==> src/sci_pkg.sv <==
// constants and types shared by the skip/compare instruction logic
package sci_pkg;

  // ----------------------------------------------------------------
  // instruction encodings
  // ----------------------------------------------------------------
  localparam int INSTR_W = 10;
  localparam int NIB_W = 4;
  localparam logic [9:0] OPC_SKIP_IMM_W1 = 10'h025;
  localparam logic [9:0] OPC_SKIP_MEM = 10'h026;
  localparam logic [9:0] OPC_SKIP_EXT0 = 10'h038;
  localparam logic [9:0] OPC_SKIP_EXT1 = 10'h039;
  localparam logic [5:0] IMM_PREFIX = 6'h07;
  localparam int IMM_LSB = 0;
  localparam int PREFIX_LSB = 4;

  // ----------------------------------------------------------------
  // register map (byte addresses)
  // ----------------------------------------------------------------
  localparam int ADR_W = 4;
  localparam logic [3:0] ADR_CTRL = 4'h0;
  localparam logic [3:0] ADR_FLAGS = 4'h4;
  localparam logic [3:0] ADR_SKIPCNT = 4'h8;
  localparam int CTRL_EN0_BIT = 0;
  localparam int CTRL_EN1_BIT = 1;
  localparam logic [1:0] CTRL_RST = 2'h0;
  localparam int FLAG0_BIT = 0;
  localparam int FLAG1_BIT = 1;
  localparam logic [1:0] FLAGS_RST = 2'h0;
  localparam int CNT_W = 8;
  localparam logic [7:0] CNT_RST = 8'h00;

  // ----------------------------------------------------------------
  // sequencer states
  // ----------------------------------------------------------------
  typedef enum logic [2:0] {
    ST_FETCH = 3'b001,
    ST_IMM = 3'b010,
    ST_SKIP = 3'b100
  } sci_state_t;

endpackage : sci_pkg

==> src/sci_pin_sync.sv <==
// three-stage synchroniser and rising-edge detector for request pins
`timescale 1ns/1ps
`default_nettype none
module sci_pin_sync
  import sci_pkg::*;
#(
  parameter int W = 2
) (
  input wire logic clk_i,
  input wire logic rst_i,
  input wire logic [W-1:0] pin_i,
  output logic [W-1:0] rise_o
);

  logic [W-1:0] s1_ff, s2_ff, s3_ff, lvl_ff, rise_ff;
  logic [W-1:0] nxt_lvl, nxt_rise;

  // ----------------------------------------------------------------
  // a change counts once stages two and three agree
  // ----------------------------------------------------------------
  genvar g;
  generate
    for (g = 0; g < W; g++) begin : g_bit
      always_comb begin
        nxt_lvl[g] = lvl_ff[g];
        nxt_rise[g] = 1'b0;
        if (s2_ff[g] == s3_ff[g]) begin
          nxt_lvl[g] = s3_ff[g];
          nxt_rise[g] = s3_ff[g] & ~lvl_ff[g];
        end
      end
    end
  endgenerate

  always_ff @(posedge clk_i or posedge rst_i) begin
    if (rst_i) begin
      s1_ff <= '0;
      s2_ff <= '0;
      s3_ff <= '0;
      lvl_ff <= '0;
      rise_ff <= '0;
    end else begin
      s1_ff <= pin_i;
      s2_ff <= s1_ff;
      s3_ff <= s2_ff;
      lvl_ff <= nxt_lvl;
      rise_ff <= nxt_rise;
    end
  end

  assign rise_o = rise_ff;

endmodule : sci_pin_sync
`default_nettype wire

==> src/sci_wb_regs.sv <==
// classic wishbone slave holding the control and status registers
`timescale 1ns/1ps
`default_nettype none
module sci_wb_regs
  import sci_pkg::*;
(
  input wire logic clk_i,
  input wire logic rst_i,
  input wire logic cyc_i,
  input wire logic stb_i,
  input wire logic we_i,
  input wire logic [ADR_W-1:0] adr_i,
  input wire logic [3:0] sel_i,
  input wire logic [31:0] dat_i,
  output logic [31:0] dat_o,
  output logic ack_o,
  input wire logic [1:0] flags_i,
  input wire logic [CNT_W-1:0] skip_cnt_i,
  output logic [1:0] en_o,
  output logic [1:0] flag_clr_o
);

  logic ack_ff, nxt_ack;
  logic [1:0] ctrl_ff, nxt_ctrl;
  logic [31:0] dat_ff, nxt_dat;
  logic req, wr_lo;

  // ----------------------------------------------------------------
  // decode; answer one cycle after the request, writes land on the acked edge
  // ----------------------------------------------------------------
  always_comb begin
    req = cyc_i & stb_i & ~ack_ff;
    wr_lo = cyc_i & stb_i & ack_ff & we_i & sel_i[0];
    nxt_ack = req;
    nxt_ctrl = ctrl_ff;
    nxt_dat = dat_ff;
    flag_clr_o = 2'h0;
    if (wr_lo && adr_i == ADR_CTRL) begin
      nxt_ctrl = dat_i[1:0];
    end
    if (wr_lo && adr_i == ADR_FLAGS) begin
      flag_clr_o = dat_i[1:0];
    end
    if (req && !we_i) begin
      unique case (adr_i)
        ADR_CTRL: nxt_dat = {30'h0, ctrl_ff};
        ADR_FLAGS: nxt_dat = {30'h0, flags_i};
        ADR_SKIPCNT: nxt_dat = {24'h0, skip_cnt_i};
        default: nxt_dat = 32'h0;
      endcase
    end
  end

  always_ff @(posedge clk_i or posedge rst_i) begin
    if (rst_i) begin
      ack_ff <= 1'b0;
      ctrl_ff <= CTRL_RST;
      dat_ff <= 32'h0;
    end else begin
      ack_ff <= nxt_ack;
      ctrl_ff <= nxt_ctrl;
      dat_ff <= nxt_dat;
    end
  end

  assign ack_o = ack_ff;
  assign dat_o = dat_ff;
  assign en_o = ctrl_ff;

endmodule : sci_wb_regs
`default_nettype wire

==> src/sci_core.sv <==
// execution logic of the compare-and-skip and request-flag-test instructions
// Function
// - skip next when accumulator equals immediate
// - accumulator differs from immediate: execute next
// - immediate word is 000111nnnn, value low bits
// - skip next when accumulator equals memory nibble
// - enable0 low, flag0 set: skip, clear flag0
// - enable0 high: flag0 test is no-operation
// - enable1 low, flag1 set: skip, clear flag1
// - accumulator differs from memory: execute next
//
// The register addresses and the Wishbone slave port were left to the implementer.
`timescale 1ns/1ps
`default_nettype none
module sci_core
  import sci_pkg::*;
(
  input wire logic clk_i,
  input wire logic rst_i,
  // instruction stream
  input wire logic instr_valid_i,
  input wire logic [INSTR_W-1:0] instr_word_i,
  input wire logic [NIB_W-1:0] acc_i,
  input wire logic [NIB_W-1:0] mem_nibble_i,
  // external request pins
  input wire logic ext0_pin_i,
  input wire logic ext1_pin_i,
  // outcome
  output logic skip_o,
  output logic discard_o,
  output logic ext0_request_flag_o,
  output logic ext1_request_flag_o,
  // wishbone
  input wire logic cyc_i,
  input wire logic stb_i,
  input wire logic we_i,
  input wire logic [ADR_W-1:0] adr_i,
  input wire logic [3:0] sel_i,
  input wire logic [31:0] dat_i,
  output logic [31:0] dat_o,
  output logic ack_o
);

  // ----------------------------------------------------------------
  // decode helpers
  // ----------------------------------------------------------------
  function automatic logic is_imm_word(input logic [INSTR_W-1:0] w);
    return w[INSTR_W-1:PREFIX_LSB] == IMM_PREFIX;
  endfunction : is_imm_word

  function automatic logic [NIB_W-1:0] imm_of(input logic [INSTR_W-1:0] w);
    return w[IMM_LSB+NIB_W-1:IMM_LSB];
  endfunction : imm_of

  // ----------------------------------------------------------------
  // declarations
  // ----------------------------------------------------------------
  sci_state_t state_ff, nxt_state;
  logic skip_ff, nxt_skip;
  logic discard_ff, nxt_discard;
  logic [1:0] flag_ff, nxt_flag;
  logic [CNT_W-1:0] cnt_ff, nxt_cnt;
  logic [1:0] ext_rise;
  logic [1:0] wb_clr;
  logic [1:0] interrupt_control_reg_one;
  logic ext0_irq_enable_bit, ext1_irq_enable_bit;
  logic [1:0] instr_clr;
  logic fetch_ok, imm_ok;

  assign ext0_irq_enable_bit = interrupt_control_reg_one[CTRL_EN0_BIT];
  assign ext1_irq_enable_bit = interrupt_control_reg_one[CTRL_EN1_BIT];

  // ----------------------------------------------------------------
  // request pins and register slave
  // ----------------------------------------------------------------
  sci_pin_sync #(
    .W(2)
  ) u_sync (
    .clk_i(clk_i),
    .rst_i(rst_i),
    .pin_i({ext1_pin_i, ext0_pin_i}),
    .rise_o(ext_rise)
  );

  sci_wb_regs u_regs (
    .clk_i(clk_i),
    .rst_i(rst_i),
    .cyc_i(cyc_i),
    .stb_i(stb_i),
    .we_i(we_i),
    .adr_i(adr_i),
    .sel_i(sel_i),
    .dat_i(dat_i),
    .dat_o(dat_o),
    .ack_o(ack_o),
    .flags_i(flag_ff),
    .skip_cnt_i(cnt_ff),
    .en_o(interrupt_control_reg_one),
    .flag_clr_o(wb_clr)
  );

  // ----------------------------------------------------------------
  // sequencer: decide skip, drop the skipped word
  // ----------------------------------------------------------------
  always_comb begin
    fetch_ok = instr_valid_i && state_ff == ST_FETCH;
    imm_ok = instr_valid_i && state_ff == ST_IMM;
    nxt_state = state_ff;
    nxt_skip = 1'b0;
    nxt_discard = 1'b0;
    instr_clr = 2'h0;
    unique case (state_ff)
      ST_FETCH: begin
        if (instr_valid_i) begin
          if (instr_word_i == OPC_SKIP_IMM_W1) begin
            nxt_state = ST_IMM;
          end else if (instr_word_i == OPC_SKIP_MEM) begin
            nxt_skip = acc_i == mem_nibble_i;
          end else if (instr_word_i == OPC_SKIP_EXT0) begin
            if (!ext0_irq_enable_bit && flag_ff[FLAG0_BIT]) begin
              nxt_skip = 1'b1;
              instr_clr[FLAG0_BIT] = 1'b1;
            end
          end else if (instr_word_i == OPC_SKIP_EXT1) begin
            if (!ext1_irq_enable_bit && flag_ff[FLAG1_BIT]) begin
              nxt_skip = 1'b1;
              instr_clr[FLAG1_BIT] = 1'b1;
            end
          end
        end
      end
      ST_IMM: begin
        if (instr_valid_i) begin
          nxt_state = ST_FETCH;
          if (is_imm_word(instr_word_i)) begin
            nxt_skip = acc_i == imm_of(instr_word_i);
          end
        end
      end
      ST_SKIP: begin
        if (instr_valid_i) begin
          nxt_state = ST_FETCH;
          nxt_discard = 1'b1;
        end
      end
      default: nxt_state = ST_FETCH;
    endcase
    if (nxt_skip) begin
      nxt_state = ST_SKIP;
    end
    nxt_cnt = nxt_skip ? cnt_ff + 8'h01 : cnt_ff;
  end

  // ----------------------------------------------------------------
  // request flags: a new request wins over any clear
  // ----------------------------------------------------------------
  always_comb begin
    nxt_flag = (flag_ff & ~(instr_clr | wb_clr)) | ext_rise;
  end

  always_ff @(posedge clk_i or posedge rst_i) begin
    if (rst_i) begin
      state_ff <= ST_FETCH;
      skip_ff <= 1'b0;
      discard_ff <= 1'b0;
      flag_ff <= FLAGS_RST;
      cnt_ff <= CNT_RST;
    end else begin
      state_ff <= nxt_state;
      skip_ff <= nxt_skip;
      discard_ff <= nxt_discard;
      flag_ff <= nxt_flag;
      cnt_ff <= nxt_cnt;
    end
  end

  assign skip_o = skip_ff;
  assign discard_o = discard_ff;
  assign ext0_request_flag_o = flag_ff[FLAG0_BIT];
  assign ext1_request_flag_o = flag_ff[FLAG1_BIT];

  // ----------------------------------------------------------------
  // assertions
  // ----------------------------------------------------------------
  property p_imm_equal;
    @(posedge clk_i) disable iff (rst_i)
    imm_ok && is_imm_word(instr_word_i) && acc_i == imm_of(instr_word_i)
    |=> skip_o && state_ff == ST_SKIP;
  endproperty
  a_imm_equal: assert property (p_imm_equal)
    else $error("equal immediate did not skip");

  property p_imm_differ;
    @(posedge clk_i) disable iff (rst_i)
    imm_ok && acc_i != imm_of(instr_word_i) |=> !skip_o && state_ff == ST_FETCH;
  endproperty
  a_imm_differ: assert property (p_imm_differ)
    else $error("differing immediate skipped");

  property p_imm_follows;
    @(posedge clk_i) disable iff (rst_i)
    fetch_ok && instr_word_i == OPC_SKIP_IMM_W1 |=> state_ff == ST_IMM && !skip_o;
  endproperty
  a_imm_follows: assert property (p_imm_follows)
    else $error("immediate word not awaited");

  property p_mem_equal;
    @(posedge clk_i) disable iff (rst_i)
    fetch_ok && instr_word_i == OPC_SKIP_MEM && acc_i == mem_nibble_i
    |=> skip_o ##1 (state_ff == ST_SKIP || discard_o);
  endproperty
  a_mem_equal: assert property (p_mem_equal)
    else $error("equal memory did not skip");

  property p_mem_differ;
    @(posedge clk_i) disable iff (rst_i)
    fetch_ok && instr_word_i == OPC_SKIP_MEM && acc_i != mem_nibble_i |=> !skip_o;
  endproperty
  a_mem_differ: assert property (p_mem_differ)
    else $error("differing memory skipped");

  property p_ext0_skip;
    @(posedge clk_i) disable iff (rst_i)
    fetch_ok && instr_word_i == OPC_SKIP_EXT0 && !ext0_irq_enable_bit
    && flag_ff[FLAG0_BIT] && !ext_rise[FLAG0_BIT]
    |=> skip_o && !ext0_request_flag_o;
  endproperty
  a_ext0_skip: assert property (p_ext0_skip)
    else $error("flag0 test did not skip and clear");

  property p_ext0_nop;
    @(posedge clk_i) disable iff (rst_i)
    fetch_ok && instr_word_i == OPC_SKIP_EXT0 && ext0_irq_enable_bit && !wb_clr[FLAG0_BIT]
    |=> !skip_o && ext0_request_flag_o == ($past(flag_ff[FLAG0_BIT]) | $past(ext_rise[0]));
  endproperty
  a_ext0_nop: assert property (p_ext0_nop)
    else $error("enabled flag0 test acted");

  property p_ext1_skip;
    @(posedge clk_i) disable iff (rst_i)
    fetch_ok && instr_word_i == OPC_SKIP_EXT1 && !ext1_irq_enable_bit
    && flag_ff[FLAG1_BIT] && !ext_rise[FLAG1_BIT]
    |=> skip_o && !ext1_request_flag_o;
  endproperty
  a_ext1_skip: assert property (p_ext1_skip)
    else $error("flag1 test did not skip and clear");

  property p_flag_zero;
    @(posedge clk_i) disable iff (rst_i)
    fetch_ok && instr_word_i == OPC_SKIP_EXT0 && !flag_ff[FLAG0_BIT] |=> !skip_o;
  endproperty
  a_flag_zero: assert property (p_flag_zero)
    else $error("clear flag0 caused a skip");

  property p_set_wins;
    @(posedge clk_i) disable iff (rst_i)
    ext_rise[FLAG0_BIT] |=> ext0_request_flag_o;
  endproperty
  a_set_wins: assert property (p_set_wins)
    else $error("new request lost");

  property p_flag1_zero;
    @(posedge clk_i) disable iff (rst_i)
    fetch_ok && instr_word_i == OPC_SKIP_EXT1 && !flag_ff[FLAG1_BIT] |=> !skip_o;
  endproperty
  a_flag1_zero: assert property (p_flag1_zero)
    else $error("clear flag1 caused a skip");

  property p_ext1_nop;
    @(posedge clk_i) disable iff (rst_i)
    fetch_ok && instr_word_i == OPC_SKIP_EXT1 && ext1_irq_enable_bit && !wb_clr[FLAG1_BIT]
    |=> !skip_o && ext1_request_flag_o == ($past(flag_ff[FLAG1_BIT]) | $past(ext_rise[1]));
  endproperty
  a_ext1_nop: assert property (p_ext1_nop)
    else $error("enabled flag1 test acted");

  // the word after a skip is dropped, never executed
  property p_discard;
    @(posedge clk_i) disable iff (rst_i)
    state_ff == ST_SKIP && instr_valid_i |=> discard_o && !skip_o && state_ff == ST_FETCH;
  endproperty
  a_discard: assert property (p_discard)
    else $error("skipped word not dropped");

  property p_idle_quiet;
    @(posedge clk_i) disable iff (rst_i)
    !instr_valid_i |=> !skip_o && !discard_o;
  endproperty
  a_idle_quiet: assert property (p_idle_quiet)
    else $error("outcome pulse without a word");

  property p_cnt_step;
    @(posedge clk_i) disable iff (rst_i)
    skip_o |-> cnt_ff == $past(cnt_ff) + 8'h01;
  endproperty
  a_cnt_step: assert property (p_cnt_step)
    else $error("skip count did not step");

  c_imm_skip: cover property (@(posedge clk_i) disable iff (rst_i)
    imm_ok && acc_i == imm_of(instr_word_i) ##1 skip_o);
  c_mem_skip: cover property (@(posedge clk_i) disable iff (rst_i)
    fetch_ok && instr_word_i == OPC_SKIP_MEM ##1 skip_o);
  c_ext0_skip: cover property (@(posedge clk_i) disable iff (rst_i)
    fetch_ok && instr_word_i == OPC_SKIP_EXT0 ##1 skip_o);
  c_ext1_skip: cover property (@(posedge clk_i) disable iff (rst_i)
    fetch_ok && instr_word_i == OPC_SKIP_EXT1 ##1 skip_o);
  c_discard: cover property (@(posedge clk_i) disable iff (rst_i)
    skip_o ##[1:4] discard_o);

endmodule : sci_core
`default_nettype wire

==> config.mk <==
export PLATFORM = sky130hd
export DESIGN_NAME = sci_core
export DESIGN_NICKNAME = d
export VERILOG_FILES = /design/src/sci_pkg.sv /design/src/sci_pin_sync.sv /design/src/sci_wb_regs.sv /design/src/sci_core.sv
export SDC_FILE = /design/constraint.sdc
export NUM_CORES = 1
export LEC_CHECK = 0
export BUFFER_PORTS_ARGS = -buffer_cell sky130_fd_sc_hd__buf_4
export CAP_MARGIN = 15
export CORE_AREA = 3 3 75 77
export DETAILED_ROUTE_END_ITERATION = 10
export DIE_AREA = 0 0 78 80
export MAX_ROUTING_LAYER = met4
export PLACE_DENSITY = 0.8
export SYNTH_ARGS = -nofsm -noshare
export SYNTH_HDL_FRONTEND = slang
export SYNTH_HIERARCHICAL = 1
export SYNTH_SLANG_ARGS = --single-unit
==> constraint.sdc <==
create_clock -name clk_i -period 2.1 [get_ports clk_i]
set_input_delay 0.42 -clock clk_i [delete_from_list [all_inputs] [get_ports clk_i]]
set_output_delay 0.42 -clock clk_i [all_outputs]
set_load 0.02 [all_outputs]
Word level (Yosys, flattened, before mapping)
Cells that the tools add are included.

Register bits after elaboration: 60. Input bits: 66. Output and inout bits: 37. Word-level logic and storage cells: 84.

Add/subtract/negate cells: 1. Eq/ne operators: 17. Muxes and demuxes: 27. Bitwise operators: 14. Reduce and logical (&&, ||, !) cells: 11.

Operators by type and width (count): 10-bit by 6-bit == test with 1-bit output, second input constant (4); 8-bit case mux with 3 select lines (1); 1-bit 2-to-1 mux (15); 3-bit 2-to-1 mux (4); 2-bit 2-to-1 mux (5); 8-bit by 1-bit adder with 8-bit output, second input constant (1); 4-bit == test (2); 1-bit bitwise AND (7); 6-bit by 3-bit == test with 1-bit output, second input constant (1); 3-bit case mux with 2 select lines (1); 1-bit logical AND (5); 4-bit by 3-bit == test with 1-bit output, second input constant (1); 4-bit == test, second input constant (1); 4-bit zero test (1); 2-bit bitwise OR (2); 3-bit by 1-bit == test with 1-bit output, second input constant (1); 3-bit by 2-bit == test with 1-bit output, second input constant (1); 3-bit == test, second input constant (1); 1-bit zero test (3); 3-bit by 1-bit inequality test with 1-bit output, second input constant (1); 3-bit by 2-bit inequality test with 1-bit output, second input constant (1); 3-bit inequality test, second input constant (1); 1-bit inverter (3); 3-bit AND reduction (1); other kinds (5) (6).

Logic depth before layout (Yosys ltp)
Gate-level depths: netlist of run 1.

Depth after elaboration: 13. Depth in mapped cells: 6. Gate-level depth less buffers: 6.

Hierarchy
The synthesis of run 1 kept the hierarchy.

Modules (own cells, without submodules): sci_core (instances 1, cells an instance 84, area an instance 877.1 um^2, seq. area each 376.6 um^2); sci_wb_regs (instances 1, cells an instance 81, area an instance 740.7 um^2, seq. area each 275.3 um^2); sci_pin_sync (instances 1, cells an instance 15, area an instance 296.5 um^2, seq. area each 250.2 um^2).

Worst setup path before layout of run 1
No wires, ideal clock.

Path type: input-to-reg. From: input instr_word_i[4]. To: register cnt_ff[1]. Setup time: 0.125 ns. Arrival: 1.646 ns. Required time: 1.975 ns. Path slack: 0.329 ns. Cell stages on the path: 5. Buffers on the path: 0. Cell sequence: nor4b_1 > nand2_1 > a211o_1 > o211ai_4 > mux2_2.

Cells in the longest elaborated chain, start to end: 7. Elaborated cells between the ends (all ways): 13. Classes of those cells: 5 x eq/ne; 8 x mux.

RTL lines: start, declared (RTL line sci_core.sv:22) `input wire logic [INSTR_W-1:0] instr_word_i,`; 10-bit by 6-bit == test with 1-bit output (RTL line sci_core.sv:124) `end else if (instr_word_i == OPC_SKIP_EXT1) begin`; 1-bit 2-to-1 mux (RTL line sci_core.sv:124); 1-bit 2-to-1 mux (RTL line sci_core.sv:119) `end else if (instr_word_i == OPC_SKIP_EXT0) begin`; 1-bit 2-to-1 mux (RTL line sci_core.sv:117) `end else if (instr_word_i == OPC_SKIP_MEM) begin`; 1-bit 2-to-1 mux (RTL line sci_core.sv:115) `if (instr_word_i == OPC_SKIP_IMM_W1) begin`; 1-bit 2-to-1 mux (RTL line sci_core.sv:114) `if (instr_valid_i) begin`; 1-bit case mux with 2 select lines * (RTL line sci_core.sv:112) `unique case (state_ff)`; end signal, assigned (RTL line sci_core.sv:173) `cnt_ff <= nxt_cnt;`; end, declared (RTL line sci_core.sv:62) `logic [CNT_W-1:0] cnt_ff, nxt_cnt;`.

Every way passes the cells marked *; elsewhere a longest branch is shown, timed or not. A chain may end at the register's enable or synchronous reset.

Worst setup path after layout of run 1
Same ends and word-level chain as after synthesis.

==> results of run 1 <==
final cells by class:
type	count	area share
Sequential cell	36	0.383
Multi-Input combinational cell	132	0.373
Timing Repair Buffer	46	0.147
Tap cell	70	0.0372
Clock buffer	6	0.0308
Clock inverter	2	0.0149
Inverter	9	0.0144
stage by stage:
step | setup slack, ns | std cells | hold WS [ns]
after floorplan | 0.329 | 203 | 0.260
after detailed placement | 0.0638 | 293 | 0.336
after global placement | 0.0674 | 293 | 0.331
final | 0.276 | 301 | 0.139
after global routing | 0.182 | 301 | 0.149
after CTS | 0.296 | 301 | 0.132
registers in the layout, summed over array words and instances (netlist names), 2 cells and up:
| name | count |
|---|---|
| flag_ff | 2 |
| u_sync/rise_o | 2 |
| state_ff | 3 |
| u_sync/s3_ff | 2 |
| u_sync/s1_ff | 2 |
| u_regs/dat_o | 8 |
| cnt_ff | 8 |
| u_regs/en_o | 2 |
| u_sync/s2_ff | 2 |
| u_sync/lvl_ff | 2 |
logic make-up after synthesis:
kind of cell / Yosys count
xor gates and xnor gates: 15
and+or+nand+nor: 73
muxes: 3
AOI/OAI and AO/OA: 14
other: 1
adders and majority gates: 3
buffers and inverters: 35
DFF: 36
worst max path at each step:
stage / from / end
floorplan: instr_word_i[4] / cnt_ff[1]
global placement: instr_word_i[9] / cnt_ff[1]
detailed placement: instr_word_i[4] / cnt_ff[1]
CTS: state_ff[2] / cnt_ff[7]
global route: state_ff[2] / cnt_ff[7]
finish: instr_word_i[4] / cnt_ff[1]
layout by cell type (no fill, tap or decap), drive strengths merged, types with 2 or more instances in the layout:
master  count
a222oi      2
inv         9
nand4       4
xor2        9
maj3        2
o21ai       3
o41ai       2
mux2        3
dfrtp      35
nor4b       5
conb       24
clkbuf      6
nor4        2
nor2        9
xnor2       6
nand3b      2
nor2b       5
nand2      22
nand3      10
and4        2
nor3        5
buf        46
and3b       2
a31o        2
power groups by stage:
stage / registers (mW) / logic, mW / clock network, mW
2_1_floorplan: 0.739 / 0.131 / 0
3_3_place_gp: 0.735 / 0.180 / 0
3_5_place_dp: 0.736 / 0.183 / 0
4_1_cts: 0.723 / 0.185 / 0.613
5_1_grt: 0.726 / 0.201 / 0.644
6_report: 0.723 / 0.184 / 0.589
cell usage after synthesis, drive strengths merged (2+ instances only):
library cell	instances	area share
inv	9	0.018
nor3	5	0.016
dfrtp	35	0.46
mux2	3	0.018
nand2	22	0.043
nand4	4	0.016
maj3	2	0.012
a222oi	2	0.010
and3b	2	0.010
o21ai	3	0.0098
nand3b	2	0.0078
nor4b	5	0.029
nand3	10	0.026
buf	25	0.096
nor2	9	0.018
a31o	2	0.0092
o41ai	2	0.0092
xor2	9	0.041
nor2b	5	0.016
and4	2	0.0092
xnor2	6	0.027
nor4	2	0.022
worst register-to-register path, stage by stage (launching register included):
cell	delay, ns
dfrtp_1	0.43
nor3b_2	0.29
nand4_1	0.15
nor3_2	0.19
o211ai_4	0.17
nor4_4	0.31
xor2_1	0.17
per-layer routing:
layer	wire, um	track usage	share of wire
met1	1600	0.148	0.42
met2	1830	0.202	0.48
met3	244	0.0406	0.064
met4	142	0.0769	0.037
met5	0	-	0
==> flow_summary_export.csv, run 1 <==
group,metric,value,unit
status,outcome,"complete, no violations",
route,vias,1393,
sta,max_clock_freq,548,MHz
route,drt.antenna.violating_nets,0,
placement,placedInstanceArea,0.00225,sq mm
global_route,grt-ovfl-total,0,
global_route,grt_util_all_layers,0.130,
yosys,synth_area,0.00191,sq mm
final_layout,area_delta_synth_final,22.9,%
final_layout,final_area,0.00235,sq mm
cts,htree_levels,2,
power_and_ir_drop,power,1.50,mW
yosys,synthMuxAreaShare,0.0176,
setup_path,critPathLaunchType,"primary input",
setup_path,regToRegSetupSlack,0.31,ns
sta,setup-tns-final,0,ns
power_and_ir_drop,p_int,1.14,mW
sta,fin_crit,1.82,ns
yosys,synthArstFlopShare,1.00,
die,core_area,0.00507,sq mm
setup_path,cpPeakStageDelay,0.45,ns
setup_path,crit_family,"simple AND/OR/NAND/NOR gates",
cts,numCtsBuffers,5,
die,rows,26,
placement,place.port_buffers,45,
die,dieHeight,80,um
die,start_util,0.377,
sta,post-route-period-util,0.869,
yosys,synth-xor-area-share,0.0686,
final_layout,seq_area,902,sq um
die,die_w,78,um
yosys,synth_adder_area_share,0.0183,
cts,clockBufferDepth,2,
yosys,ys_types,42,
setup_path,worstRegToRegCells,6,
final_layout,nFillCells,487,
final_layout,nNetsFinal,297,
setup_path,crit_required,2.27,ns
cts,cts_root_buffer,"clkbuf_8",
setup_path,cp_slowest_cell,"nor4b_1",
yosys,ys_seq_elements,36,
cts,path_clk_slew,0.07,ns
cts,ctsHoldBuffers,0,
route,drtIter0Drc,54,
cts,ctsResizeCount,0,
yosys,synthCells,180,
yosys,synth_compound_area_frac,0.0667,
job,maxCapViolCount,0,
yosys,synth_top_family_by_area,"simple AND/OR/NAND/NOR gates",
power_and_ir_drop,p_sw,0.358,mW
power_and_ir_drop,vdd_drop_max,0.000335,V
power_and_ir_drop,power_frac_comb,0.123,
setup_path,crit_cells,6,
yosys,synthSimpleGateAreaFrac,0.240,
route,post_drt_wl_per_cell,12.7,um
final_layout,drive_gt1_frac,0.307,
sta,skew,0.00402,ns
yosys,synthFlopType,"dfrtp_1",
placement,dp_hpwl,2970,um
sta,slew_headroom,0.617,
route,dr.pass1.iters,4,
cts,cts_sinks,36,
route,drc,0,
setup_path,critPathBufInv,1,
sta,hold_viol_final,0,
route,routed_wl,3820,um
setup_path,cp-end-kind,"register",
sta,worstMarginPinSlew,0.574,ns
setup_path,cp_max_fo,9,
sta,setup_viol,0,
setup_path,r2r_start,"state_ff[2]",
die,fp.dieArea,0.00624,sq mm
route,viasPerCell,4.63,
global_route,grt_max_degree,16,
power_and_ir_drop,swShare,0.239,
setup_path,crit_chain,"buf_4 > nor4b_1 > nand2_1 > a211o_1 > o211ai_4 > mux2_2",
setup_path,crit_type,"primary input to register",
yosys,seq_area_frac_synth,0.471,
sta,drv_slew,0,
placement,place_congestion,0.875,
power_and_ir_drop,clkPwrFrac,0.394,
global_route,antenna_found_initial,0,
yosys,ys_warn_count,6,
min_path,hold_path.class,"primary input to async pin",
global_route,grt_pass1_vias,1313,
final_layout,multi_input_area,877,sq um
cts,insertion_delay,0.28,ns
final_layout,diodes,0,
yosys,synth_edf_count,0,
power_and_ir_drop,cellLeakagePower,1.16,nW
setup_path,worstPathArrival,1.99,ns
die,ios,103,
cts,cts_tree,"yes",
power_and_ir_drop,sequentialPowerShare,0.483,
power_and_ir_drop,power_density,636,mW/mm^2
final_layout,fin_util,0.464,
yosys,syn_avg_cell_area,10.6,sq um
cts,postCtsSetupBuffers,0,
setup_path,r2r_end,"cnt_ff[7]",
sta,rsz0062_at_grt,"no",
global_route,grt_pass1_wl,6090,um
No activity file was read; power rests on OpenSTA's default activity.
==> run 2, diff against run 1 <==
--- a/config.mk
+++ b/config.mk
@@ -7,12 +7,11 @@
 export LEC_CHECK = 0
 export BUFFER_PORTS_ARGS = -buffer_cell sky130_fd_sc_hd__buf_4
 export CAP_MARGIN = 15
-export CORE_AREA = 3 3 75 77
+export CORE_AREA = 3 3 74 76
 export DETAILED_ROUTE_END_ITERATION = 10
-export DIE_AREA = 0 0 78 80
+export DIE_AREA = 0 0 77 79
 export MAX_ROUTING_LAYER = met4
-export PLACE_DENSITY = 0.8
+export PLACE_DENSITY = 0.78
 export SYNTH_ARGS = -nofsm -noshare
 export SYNTH_HDL_FRONTEND = slang
-export SYNTH_HIERARCHICAL = 1
 export SYNTH_SLANG_ARGS = --single-unit
==> constraint.sdc (replaced) <==
create_clock -name clk_i -period 2.1 [get_ports clk_i]
set_input_delay 0.21 -clock clk_i [delete_from_list [all_inputs] [get_ports clk_i]]
set_output_delay 0.21 -clock clk_i [all_outputs]
set_load 0.02 [all_outputs]
==> flow_summary_export.csv, run 2 <==
group,metric,value,unit
status,outcome,"complete, no violations",
cts,postCtsSetupBuffers,0,
route,drt.antenna.violating_nets,0,
yosys,synth.most_common_cell,"dfrtp_1",
sta,slew_headroom,0.658,
cts,ctsResizeCount,0,
die,ios,103,
cts,insertion_delay,0.28,ns
power_and_ir_drop,power_density,620,mW/mm^2
cts,cts_root_buffer,"clkbuf_8",
yosys,synth_area_leaders,"dfrtp_1 (48%), buf_4 (9.9%), xor2_1 (4.8%)",
final_layout,final_area,0.00225,sq mm
final_layout,fin_cells,288,
final_layout,area_delta_synth_final,24.1,%
cts,path_clk_slew,0.07,ns
route,drc,0,
global_route,grt_util_all_layers,0.125,
die,fp.dieArea,0.00608,sq mm
min_path,hold_path.class,"primary input to async pin",
yosys,synth_top_area_cell,"dfrtp_1",
yosys,synth_area,0.00181,sq mm
sta,hold_viol_final,0,
yosys,seq_area_frac_synth,0.498,
yosys,synthCells,167,
sta,worst_slack,0.194,ns
global_route,grt_pass1_wl,5930,um
power_and_ir_drop,power,1.40,mW
route,drtIter0Drc,59,
route,post_drt_wl_per_cell,11.8,um
sta,rsz0062_at_grt,"no",
die,start_util,0.379,
sta,drv_slew,0,
job,maxCapViolCount,0,
power_and_ir_drop,cellLeakagePower,1.09,nW
sta,fin_crit,1.91,ns
sta,worstMarginPinSlew,0.509,ns
global_route,grt_max_degree,37,
setup_path,cp_max_fo,7,
placement,placedInstanceArea,0.00216,sq mm
final_layout,diodes,0,
yosys,ys_seq_elements,36,
cts,ctsHoldBuffers,0,
setup_path,cp-end-kind,"register",
cts,cts_tree,"yes",
final_layout,multi_input_area,806,sq um
cts,clockBufferDepth,2,
setup_path,critPathLaunchType,"register",
final_layout,seq_area,902,sq um
cts,numCtsBuffers,5,
die,dieHeight,79,um
placement,dp_hpwl,2710,um
final_layout,nNetsFinal,287,
cts,cts_sinks,36,
global_route,antenna_found_initial,0,
yosys,ys_warn_count,0,
yosys,netlist.area_leader.share,0.483,
cts,htree_levels,2,
sta,setup-tns-final,0,ns
yosys,synth_common_cells,"dfrtp_1 (35), buf_4 (24), nand2_1 (14)",
route,vias,1304,
yosys,ys_types,42,
sta,setup_viol,0,
final_layout,final_common_cell,"buf_4",
die,die_w,77,um
route,dr.pass1.iters,4,
final_layout,drive_gt1_frac,0.294,
placement,placed_cells,280,
sta,max_clock_freq,525,MHz
setup_path,crit_type,"register to register",
sta,skew,0.00618,ns
power_and_ir_drop,vdd_drop_max,0.000354,V
route,viasPerCell,4.53,
final_layout,nFillCells,469,
final_layout,mostFrequentLayoutCells,"buf_4 (48), dfrtp_1 (35), conb_1 (24)",
setup_path,worstPathArrival,2.11,ns
placement,place_ws,0.00171,ns
yosys,synthFlopType,"dfrtp_1",
route,routed_wl,3410,um
yosys,synth_edf_count,0,
placement,place_congestion,0.760,
yosys,synthArstFlopShare,1.00,
global_route,grt_pass1_vias,1297,
yosys,syn_avg_cell_area,10.9,sq um
die,rows,25,
global_route,grt-ovfl-total,0,
placement,place.port_buffers,45,
die,core_area,0.00479,sq mm
setup_path,crit_required,2.31,ns
sta,post-route-period-util,0.907,
run 2: cell count changes after synthesis, sizes merged, moves of 3 or more:
| cell | before | now |
|---|---|---|
| a22o | 0 | 6 |
| nor4 | 2 | 6 |
| inv | 9 | 2 |
| nand3 | 10 | 2 |
| a21oi | 0 | 3 |
| nor3b | 1 | 4 |
| nor2b | 5 | 2 |
| nand2 | 22 | 14 |
run 2: per-layer routing:
layer | wire (um) | up-vias | GRT usage
met4 | 17 | 0 | 0.0267
met5 | 0 | - | -
met3 | 229 | 4 | 0.0465
li1 | - | 642 | -
met2 | 1680 | 42 | 0.201
met1 | 1480 | 616 | 0.151
run 2: cells by family after synthesis:
family,count (synthesis),synth area share
compound gates,22,0.0939
xor+xnor,15,0.0725
fa+ha+maj,1,0.00690
buf+inv,27,0.106
flops,36,0.498
mux,4,0.0235
other cells,1,0.00207
simple gates,61,0.198
run 2: worst max-delay path, stage by stage, from the launching register on:
cell     delay [ns]
dfrtp_1        0.39
nor2_1         0.16
a32oi_1        0.08
o32ai_1        0.33
a31oi_2        0.25
nor4_1         0.43
xor2_1         0.19
run 2: layout make-up:
| class | instances | area share |
|---|---|---|
| flip-flops and latches | 36 | 0.401 |
| multi-input cells | 127 | 0.358 |
| repair buffers | 48 | 0.160 |
| clock buffers | 8 | 0.0400 |
| well taps | 67 | 0.0373 |
| inverters | 2 | 0.00334 |
run 2: worst paths after layout:
path,startpoint,to,slack (ns),cells after the start
max,u_regs.en_o[0],cnt_ff[5],0.19,6
min,rst_i,cnt_ff[0],0.03,3
max reg2reg,u_regs.en_o[0],cnt_ff[5],0.19,6
min reg2reg,u_sync.s1_ff[0],u_sync.s2_ff[0],0.35,0
max in group asynchronous,rst_i,state_ff[0],1.73,3
min in group clk_i,ext0_pin_i,u_sync.s1_ff[0],0.04,1
run 2: power by group:
part | leakage (nW) | total [mW] | internal (mW) | switching, mW
combinational | 0.581 | 0.179 | 0.0730 | 0.106
sequential | 0.463 | 0.724 | 0.713 | 0.0112
clock | 0.0455 | 0.493 | 0.267 | 0.225
total | 1.09 | 1.40 | 1.05 | 0.343
run 2: stage by stage:
step / hold slack (ns) / util
after floorplan: 0.241 / -
after global placement: 0.321 / 0.451
after detailed placement: 0.321 / 0.451
after CTS: 0.0276 / 0.470
after global routing: 0.0174 / 0.470
final: 0.0319 / 0.470
